`config.mk`:
```
export PLATFORM = sky130hd
export DESIGN_NAME = deac_ctrl
export DESIGN_NICKNAME = d
export VERILOG_FILES = /design/src/core/deac_pkg.sv /design/src/core/deac_ctrl.sv
export SDC_FILE = /design/constraint.sdc
export NUM_CORES = 1
export LEC_CHECK = 0
export BUFFER_PORTS_ARGS = -buffer_cell sky130_fd_sc_hd__buf_4
export CAP_MARGIN = 20
export CORE_MARGIN = 2
export CORE_UTILIZATION = 35
export DETAILED_ROUTE_END_ITERATION = 8
export PLACE_DENSITY = 0.59
export SYNTH_ARGS = -nofsm -noshare
export SYNTH_HDL_FRONTEND = slang
export SYNTH_SLANG_ARGS = --single-unit
```
`constraint.sdc`:
```
create_clock -name clk -period 2.2 [get_ports clk]
set_clock_uncertainty 0.1 [all_clocks]
set_input_delay 0.11 -clock clk [delete_from_list [all_inputs] [get_ports clk]]
set_output_delay 0.11 -clock clk [all_outputs]
set_load 0.02 [all_outputs]
```
`src/core/deac_pkg.sv`:
```
package deac_pkg;
    // ----------------------------------------
    // register map
    // ----------------------------------------
    localparam logic [15:0] ADDR_MASTER_ENABLE = 16'h8009;
    localparam logic [15:0] ADDR_ATTRIBUTES = 16'h800A;
    localparam logic [7:0] RESET_MASTER_ENABLE = 8'h00;
    localparam logic [7:0] RESET_ATTRIBUTES = 8'h00;
    // ----------------------------------------
    // field positions
    // ----------------------------------------
    localparam int ENABLE_BIT = 0;
    localparam int THIRD_LSB = 6;
    localparam int SECOND_LSB = 4;
    localparam int FIRST_LSB = 2;
    localparam int CURSOR_LSB = 0;
    // ----------------------------------------
    // attribute encodings
    // ----------------------------------------
    localparam logic [1:0] ATTR_BLANK = 2'h0;
    localparam logic [1:0] ATTR_STEADY = 2'h1;
    localparam logic [1:0] ATTR_FLASH_SLOW = 2'h2;
    localparam logic [1:0] ATTR_FLASH_FAST = 2'h3;
    // ----------------------------------------
    // flash timing in frames
    // ----------------------------------------
    localparam int FRAME_CNT_W = 6;
    localparam int BLOCK_SLOW_FRAMES = 32;
    localparam int BLOCK_FAST_FRAMES = 4;
    localparam int CURSOR_SLOW_FRAMES = 32;
    localparam int CURSOR_VSLOW_FRAMES = 64;
    localparam int CURSOR_DUTY_PCT = 70;
    // on-time in frames, rounded to nearest
    localparam int CURSOR_SLOW_ON = (CURSOR_SLOW_FRAMES * CURSOR_DUTY_PCT + 50) / 100;
    localparam int CURSOR_VSLOW_ON = (CURSOR_VSLOW_FRAMES * CURSOR_DUTY_PCT + 50) / 100;
    // ----------------------------------------
    // indirect command, unmapped read value and cursor address width
    // ----------------------------------------
    localparam logic [6:0] DEFAULT_SWITCH_CMD = 7'h01; // arbitrary value
    localparam logic [7:0] RDATA_UNMAPPED = 8'h00;
    localparam int CURSOR_ADDR_W = 15;
endpackage : deac_pkg

```
`src/core/deac_ctrl.sv`:
```
`timescale 1ns/1ps
module deac_ctrl #(
    parameter logic [6:0] SWITCH_CMD = deac_pkg::DEFAULT_SWITCH_CMD,
    parameter int CUR_W = deac_pkg::CURSOR_ADDR_W
) (
    // clock and reset
    input wire logic clk,
    input wire logic rst_n,
    // direct register port
    input wire logic reg_wr,
    input wire logic reg_rd,
    input wire logic [15:0] reg_addr,
    input wire logic [7:0] reg_wdata,
    output logic [7:0] reg_rdata,
    // indirect command port
    input wire logic cmd_valid,
    input wire logic [7:0] cmd_code,
    input wire logic param_valid,
    input wire logic [7:0] param_data,
    // display memory access and cursor
    input wire logic mem_wr,
    input wire logic mem_rd,
    input wire logic cursor_load,
    input wire logic [CUR_W-1:0] cursor_load_addr,
    output logic [CUR_W-1:0] cursor_addr,
    // system status and timing
    input wire logic power_save,
    input wire logic dual_panel,
    input wire logic frame_start,
    // visibility to the display pipeline
    output logic panel_on,
    output logic first_screen_block_on,
    output logic second_screen_block_on,
    output logic third_screen_block_on,
    output logic fourth_screen_block_on,
    output logic cursor_on
);

    // ----------------------------------------
    // functions
    // ----------------------------------------

    // block visibility for one attribute field
    function automatic logic block_vis(
        input logic [1:0] attr,
        input logic [deac_pkg::FRAME_CNT_W-1:0] cnt
    );
        logic [deac_pkg::FRAME_CNT_W-1:0] slow_mod;
        logic [deac_pkg::FRAME_CNT_W-1:0] fast_mod;
        slow_mod = cnt % deac_pkg::FRAME_CNT_W'(deac_pkg::BLOCK_SLOW_FRAMES);
        fast_mod = cnt % deac_pkg::FRAME_CNT_W'(deac_pkg::BLOCK_FAST_FRAMES);
        case (attr)
            deac_pkg::ATTR_BLANK: block_vis = 1'b0;
            deac_pkg::ATTR_STEADY: block_vis = 1'b1;
            // half on, half off
            deac_pkg::ATTR_FLASH_SLOW: block_vis =
                slow_mod < deac_pkg::FRAME_CNT_W'(deac_pkg::BLOCK_SLOW_FRAMES / 2);
            deac_pkg::ATTR_FLASH_FAST: block_vis =
                fast_mod < deac_pkg::FRAME_CNT_W'(deac_pkg::BLOCK_FAST_FRAMES / 2);
            default: block_vis = 1'b0;
        endcase
    endfunction : block_vis

    // cursor visibility, long on-phase while flashing
    function automatic logic cursor_vis(
        input logic [1:0] attr,
        input logic [deac_pkg::FRAME_CNT_W-1:0] cnt
    );
        logic [deac_pkg::FRAME_CNT_W-1:0] slow_mod;
        slow_mod = cnt % deac_pkg::FRAME_CNT_W'(deac_pkg::CURSOR_SLOW_FRAMES);
        case (attr)
            deac_pkg::ATTR_BLANK: cursor_vis = 1'b0;
            deac_pkg::ATTR_STEADY: cursor_vis = 1'b1;
            deac_pkg::ATTR_FLASH_SLOW: cursor_vis =
                slow_mod < deac_pkg::FRAME_CNT_W'(deac_pkg::CURSOR_SLOW_ON);
            // full counter span is the slowest period
            deac_pkg::ATTR_FLASH_FAST: cursor_vis =
                cnt < deac_pkg::FRAME_CNT_W'(deac_pkg::CURSOR_VSLOW_ON);
            default: cursor_vis = 1'b0;
        endcase
    endfunction : cursor_vis

    // ----------------------------------------
    // host-visible registers and internal flags
    // ----------------------------------------
    logic master_enable;
    logic [7:0] attributes;
    logic ps_prev;
    logic param_pending;

    // ----------------------------------------
    // decode
    // ----------------------------------------
    wire logic sel_enable = reg_addr == deac_pkg::ADDR_MASTER_ENABLE;
    wire logic sel_attr = reg_addr == deac_pkg::ADDR_ATTRIBUTES;
    wire logic wr_enable = reg_wr && sel_enable;
    wire logic wr_attr = reg_wr && sel_attr;
    wire logic switch_cmd = cmd_valid && (cmd_code[7:1] == SWITCH_CMD);
    wire logic param_load = param_valid && param_pending;
    wire logic ps_enter = power_save && !ps_prev;
    wire logic cursor_disabled =
        attributes[deac_pkg::CURSOR_LSB +: 2] == deac_pkg::ATTR_BLANK;
    wire logic mem_access = mem_wr || mem_rd;

    // next master enable: power save clears, else host writes, else the switch command
    logic next_master_enable;
    assign next_master_enable =
        ps_enter ? 1'b0 :
        wr_enable ? reg_wdata[deac_pkg::ENABLE_BIT] :
        switch_cmd ? cmd_code[deac_pkg::ENABLE_BIT] :
        master_enable;

    // next attribute value from direct write, parameter, or memory write
    logic [7:0] attr_loaded;
    logic [7:0] next_attributes;
    assign attr_loaded =
        wr_attr ? reg_wdata :
        param_load ? param_data :
        attributes;
    assign next_attributes =
        (mem_wr && cursor_disabled && !wr_attr && !param_load) ?
        {attributes[7:2], deac_pkg::ATTR_STEADY} :
        attr_loaded;

    // read mux, reserved bits read zero
    logic [7:0] next_rdata;
    assign next_rdata =
        sel_enable ? {7'h00, master_enable} :
        sel_attr ? attributes :
        deac_pkg::RDATA_UNMAPPED;

    // control registers
    always_ff @(posedge clk or negedge rst_n)
    begin
        if (!rst_n)
        begin
            master_enable <= deac_pkg::RESET_MASTER_ENABLE[0];
            attributes <= deac_pkg::RESET_ATTRIBUTES;
            ps_prev <= 1'b0;
        end
        else
        begin
            master_enable <= next_master_enable;
            attributes <= next_attributes;
            ps_prev <= power_save;
        end
    end

    // one parameter byte expected after the switch command
    always_ff @(posedge clk or negedge rst_n)
    begin
        if (!rst_n)
            param_pending <= 1'b0;
        else if (switch_cmd)
            param_pending <= 1'b1;
        else if (param_valid || cmd_valid)
            param_pending <= 1'b0;
    end

    // registered read data
    always_ff @(posedge clk or negedge rst_n)
    begin
        if (!rst_n)
            reg_rdata <= deac_pkg::RDATA_UNMAPPED;
        else if (reg_rd)
            reg_rdata <= next_rdata;
    end

    // ----------------------------------------
    // cursor position
    // ----------------------------------------
    logic [CUR_W-1:0] next_cursor_addr;
    assign next_cursor_addr =
        cursor_load ? cursor_load_addr :
        mem_access ? cursor_addr + CUR_W'(1) :
        cursor_addr;

    // cursor address register
    always_ff @(posedge clk or negedge rst_n)
    begin
        if (!rst_n)
            cursor_addr <= '0;
        else
            cursor_addr <= next_cursor_addr;
    end

    // ----------------------------------------
    // frame counter and frame-aligned copies
    // ----------------------------------------
    logic [deac_pkg::FRAME_CNT_W-1:0] frame_cnt;
    logic act_enable;
    logic [7:0] act_attr;
    logic act_dual;

    // free-running frame counter
    always_ff @(posedge clk or negedge rst_n)
    begin
        if (!rst_n)
            frame_cnt <= '0;
        else if (frame_start)
            frame_cnt <= frame_cnt + deac_pkg::FRAME_CNT_W'(1);
    end

    // settings copied at frame boundary; power save blanks at once
    always_ff @(posedge clk or negedge rst_n)
    begin
        if (!rst_n)
        begin
            act_enable <= 1'b0;
            act_attr <= deac_pkg::RESET_ATTRIBUTES;
            act_dual <= 1'b0;
        end
        else if (ps_enter)
            act_enable <= 1'b0;
        else if (frame_start)
        begin
            act_enable <= master_enable;
            act_attr <= attributes;
            act_dual <= dual_panel;
        end
    end

    // ----------------------------------------
    // visibility outputs
    // ----------------------------------------
    logic [deac_pkg::FRAME_CNT_W-1:0] phase_cnt;
    logic vis_first;
    logic vis_second;
    logic vis_third;
    logic vis_cursor;
    assign phase_cnt = frame_start ? frame_cnt + deac_pkg::FRAME_CNT_W'(1) : frame_cnt;
    assign vis_first = block_vis(act_attr[deac_pkg::FIRST_LSB +: 2], phase_cnt);
    assign vis_second = block_vis(act_attr[deac_pkg::SECOND_LSB +: 2], phase_cnt);
    assign vis_third = block_vis(act_attr[deac_pkg::THIRD_LSB +: 2], phase_cnt);
    assign vis_cursor = cursor_vis(act_attr[deac_pkg::CURSOR_LSB +: 2], phase_cnt);

    // enable gates everything
    always_ff @(posedge clk or negedge rst_n)
    begin
        if (!rst_n)
        begin
            panel_on <= 1'b0;
            first_screen_block_on <= 1'b0;
            second_screen_block_on <= 1'b0;
            third_screen_block_on <= 1'b0;
            fourth_screen_block_on <= 1'b0;
            cursor_on <= 1'b0;
        end
        else
        begin
            panel_on <= act_enable;
            first_screen_block_on <= act_enable && vis_first;
            second_screen_block_on <= act_enable && vis_second;
            third_screen_block_on <= act_enable && vis_third;
            fourth_screen_block_on <= act_enable && act_dual && vis_second;
            cursor_on <= act_enable && vis_cursor;
        end
    end

endmodule : deac_ctrl

```
# Yosys cells after proc, flatten, opt, wreduce, memory -nomap -nowiden
# Cells that the tools add are included.
# op_classes
n_addsub	2
n_mul	0
div_mod_pow	0
magnitude_cmp	4
eq_ne	15
shifts	0
n_mux	19
n_bitwise	2
n_reduce_logical	32
# op_table
cell	count
$eq 16x16->1 const B	2
$mux 8	4
$mux 15	2
$eq 2x2->1 const B	8
$pmux 1 s4	4
$add 15x1->15 const B	1
$logic_and 1x1->1	14
$logic_not 2->1	5
$lt 5x5->1 const B	2
$eq 2x1->1 const B	4
$reduce_bool 2->1	4
$eq 7x1->1 const B	1
$mux 1	7
$add 6x1->6 const B	1
$lt 6x6->1 const B	1
$mux 6	1
$reduce_bool 3->1	2
$reduce_and 2->1	2
$logic_not 1->1	3
$logic_or 1x1->1	2
$lt 2x2->1 const B	1
$mux 2	1
$not 1->1	2
# word_totals
reg_bits	56
latchBits	0
ramBits	0
romBits	0
in_bits	67
out_inout_bits	29
elab_cells	91
mem_count	0

# Logic depth before layout (Yosys ltp)
# depth
word_depth	7
mapped_depth	6

# Worst setup path before layout
# Ideal clock, no wire load.
# synth_path
kind	reg-to-reg
startpoint	register cursor_addr[0]
endpoint	register cursor_addr[14]
arrival_time_ns	1.370
required_ns	1.974
slack_ns	0.604
path_stages_with_launch	6
path_buffers	0
synth_period_minus_slack_ns	1.596
cell_sequence	dfrtp_1 ha_1 o211ai_2 nor2_1 a311oi_1 a221o_1
# synth_between
elab_chain_cells	3
# synth_rtl
element	line	text
from (decl)	deac_ctrl.sv:25	output logic [CUR_W-1:0] cursor_addr,
from (signal assigned)	deac_ctrl.sv:184	cursor_addr <= next_cursor_addr;
$add 15x1->15	deac_ctrl.sv:175	mem_access ? cursor_addr + CUR_W'(1) :
$mux 15	deac_ctrl.sv:175	
$mux 15	deac_ctrl.sv:174	cursor_load ? cursor_load_addr :
# No other way between the ends. The select of a mux whose other input is x is not followed.
# A chain may end at the register's enable or synchronous reset.

# Worst setup path in the final report
# layout_path
startpoint	register frame_cnt[0] in the netlist's numbering
endpoint	register cursor_on
# layout_between
elab_chain_cells	5
# layout_rtl
element	line	text
from (decl)	deac_ctrl.sv:190	logic [deac_pkg::FRAME_CNT_W-1:0] frame_cnt;
from (signal assigned)	deac_ctrl.sv:201	frame_cnt <= frame_cnt + deac_pkg::FRAME_CNT_W'(1);
$add 6x1->6	deac_ctrl.sv:231	assign phase_cnt = frame_start ? frame_cnt + deac_pkg::FRAME_CNT_W'(1) : frame_cnt;
$mux 6 (*)	--	
$lt 6x6->1 / $lt 5x5->1 (equally long branches)	deac_ctrl.sv:78, deac_ctrl.sv:75	
$pmux 1 s4 (*)	deac_ctrl.sv:71	case (attr)
$logic_and 1x1->1 (*)	deac_ctrl.sv:256	cursor_on <= act_enable && vis_cursor;
to (signal assigned)	deac_ctrl.sv:256	
to (decl)	deac_ctrl.sv:36	output logic cursor_on
# Every way passes the cells marked *; elsewhere a longest branch is shown, timed or not.

==> metrics.yaml <==
routing:
  routed_via_density: 4.747
  detail_route.drc_violations: 0
  detailedRoute.firstPassIterationCount: 4
  num_vias: 2212
  detail_route.wirelength_um: 6438
  wl_per_cell_um: 13.82
  met1_length_um: 2957
  detailroute.wirelength.met2_um: 3216
  met3_wirelength_um: 173
  topRoutingLayerUsed: "met4"
  ant_nets: 0
  drt-initial-drc-count: 68
power_and_ir_drop:
  peakVddDrop_mv: 0.3197
  seqPwrFrac_pct: 52.6
  p_int_w: 0.001635
  power.density_cell_area_nw_per_um2: 615.4
  power.share.combinational_pct: 24.1
  power.static_leakage_nw: 1.813
  swShare_pct: 30.61
  clock_power_share_pct: 23.3
  net_switching_power_w: 0.0007211
grt:
  track_usage_pct: 16.36
  globalRoute.totalOverflow: 0
  grt_pass1_vias: 2230
  maximum_number_of_pins_on_one_net_before_global_route_repair: 57
  grt_first_pass_wirelength_um: 10980
  antenna_found_initial: 0
cells_and_area:
  multi_input_area_um2: 1166
  nets: 436
  mostFrequentLayoutCell: "buf_4"
  antenna_cells: 0
  drive_above_1_share_pct: 36.24
  layoutNonFillerInstCount: 466
  most-common-layout-cells: "buf_4 (95), dfrtp_1 (56), nand2_1 (29), dlygate4sd3_1 (29), mux2_2 (25)"
  syn_to_final_growth_pct: 44.14
  layout.filler_cells: 704
  seqCellArea_um2: 1401
floorplanning:
  fp.dieW_um: 91.12
  initial_utilization_pct: 36.43
  ios: 96
  die_h_um: 91.12
  floorplan.die_area_um2: 8302
  rows: 31
  floorplan.core_area_um2: 7292
clock_network:
  worstSkewPairLatency_ns: 0.31
  h_tree_depth: 2
  cts-buffers-inserted: 5
  clkTransAtPathRegs_ns: 0.10
  post_cts.repair.setup_buffers: 0
  clkSinkCount: 56
  clk_path_buf_depth: 2
  cts.root.buffer_cell: "clkbuf_8"
  cts-resized-gates: 0
  cts_tree: "built"
sta:
  finalHoldViolations: 0
  timing.max_slew.rel_slack_pct: 52.94
  tightest_slew_ns: 0.7059
  grt_setup_unrepaired: "false"
  period_share_pct: 78.10
  totalNegativeSetupSlack_ns: 0
  post_route_minimum_period_ns: 1.718
  drv_slew: 0
  report.final.setup_viol: 0
  fmax_mhz: 582.0
setup_path:
  regToRegSetupSlack_ns: 0.48
  worst-endpoint-arrival_ns: 1.83
  worstSetupEndpointType: "flop"
  cp_max_fo: 6
  worst-endpoint-required_ns: 2.32
  setup.worst_path.class: "flop to flop"
  start_kind: "flop"
  regToRegEndpoint: "cursor_on"
  r2r_cells: 5
  crit-reg2reg-launch: "frame_cnt[0]"
hold_path:
  hold_depth: 3
  min_from: "param_data[1]"
  timing.hold.worst_endpoint: "attributes[1]"
  min-delay-path-class: "primary input to flop"
yosys:
  synth_async_sr_flop_share_pct: 100.0
  syn_nets: 312
  synth-main-ff-cell: "dfrtp_1"
  yosysWarnings: 0
  synth-edff-count: 0
  post_synth_instance_area_um2: 2656
  synth_area_per_cell_um2: 10.93
  syn_inst: 243
  synth_cell_type_count: 44
  ys_seq_elements: 56
  ys_seq_area_share_pct: 52.76
job:
  cap_violations: 0
outcome:
  outcome: "completed"
placed_design:
  globalplace.congestion: 0.7647
  post-dp-hpwl_um: 4773
  placedCellCount: 430
  io_buffer_count: 95
registers in the layout, summed over array words and instances, names as in the netlist:
name / count
act_attr: 8
act_dual: 1
act_enable: 1
attributes: 8
cursor_addr: 15
cursor_on: 1
first_screen_block_on: 1
fourth_screen_block_on: 1
frame_cnt: 6
master_enable: 1
panel_on: 1
param_pending: 1
ps_prev: 1
reg_rdata: 8
second_screen_block_on: 1
third_screen_block_on: 1
worst max path at each step:
| stage | to | from | depth (start not counted) | slack [ns] |
|---|---|---|---|---|
| 6_report | cursor_on | frame_cnt[0] | 5 | 0.48 |
| 5_1_grt | cursor_on | frame_cnt[0] | 5 | 0.31 |
| 4_1_cts | cursor_on | frame_cnt[0] | 5 | 0.49 |
| 3_5_place_dp | cursor_on | frame_cnt[0] | 5 | 0.50 |
| 3_3_place_gp | attributes[7] | reg_addr[2] | 5 | 0.58 |
| 2_1_floorplan | cursor_addr[14] | cursor_addr[0] | 5 | 0.60 |
synth_stat cells (all sizes together), types with 3 or more instances:
cell type	n	area share (%)
o21ai	17	3.2
a22o	8	2.6
and3	3	0.75
nor4	4	1.2
mux2	25	11
nor3	4	0.94
nor4b	4	1.3
xnor2	6	2.0
inv	13	1.8
nand3	7	1.8
buf	4	0.94
nand2	29	4.1
xor2	8	2.6
nand4	4	0.94
clkbuf	3	0.42
nor2	15	2.1
a21oi	6	1.1
dfrtp	56	53
worst max-delay path: stages, from the launching register on:
cell and delay, ns:
dfrtp_1 0.43, ha_1 0.23, nand4_1 0.09, xor2_1 0.38, o31ai_1 0.14, a221oi_1 0.26
repair_timing:
action | 4_1_cts | 5_1_grt
setup endpoints to repair | 0 | 0
hold buffers | 29 | 0
hold endpoints to repair | 84 | 0
final cells by class:
class                   instances  share of cell area (%)
clock buffers                   5                   1.797
well taps                      99                   3.235
repair buffers                124                   26.21
inverters                      14                   1.373
clock inverters                 2                  0.3268
flip-flops and latches         56                   36.60
multi-input cells             166                   30.46
layer usage:
| metal | vias up | global-route usage [%] |
|---|---|---|
| met1 | 1051 | 21.60 |
| met2 | 45 | 27.72 |
| met5 | - | 0 |
| li1 | 1109 | - |
| met3 | 7 | 1.826 |
| met4 | 0 | 6.061 |
kinds of logic (layout without fill, tap and decap cells):
family	count (synthesis)	in the layout	share of synthesized area (%)
AND/OR/NAND/NOR	80	80	15.78
flip-flops	56	56	52.76
AO/OA/AOI/OAI	43	43	11.21
multiplexers	27	27	11.35
buffers and inverters	21	145	3.344
XOR/XNOR	14	14	4.616
adder cells (fa/ha/maj)	2	2	0.9419
metrics by stage:
stage	util, %	setup WS [ns]	hold slack [ns]	instance area, µm²	total power, W
finish	52.51	0.4818	0.05091	3829	0.002356
global placement	47.41	0.5808	0.1209	3457	0.001774
global route	52.51	0.3141	0.05488	3829	0.002498
CTS	52.51	0.4947	0.04269	3829	0.002386
floorplan	-	0.6035	-0.2856	2656	0.001544
detailed placement	47.41	0.4978	0.1138	3457	0.001795
power groups by stage:
stage | logic [W] | registers, W | clock network, W
global placement | 0.000521 | 0.00125 | 0
finish | 0.000568 | 0.00124 | 0.000549
floorplan | 0.000274 | 0.00127 | 0
detailed placement | 0.000535 | 0.00126 | 0
CTS | 0.000576 | 0.00124 | 0.000571
global route | 0.000629 | 0.00126 | 0.000611
(Power assumes the default switching activity.)
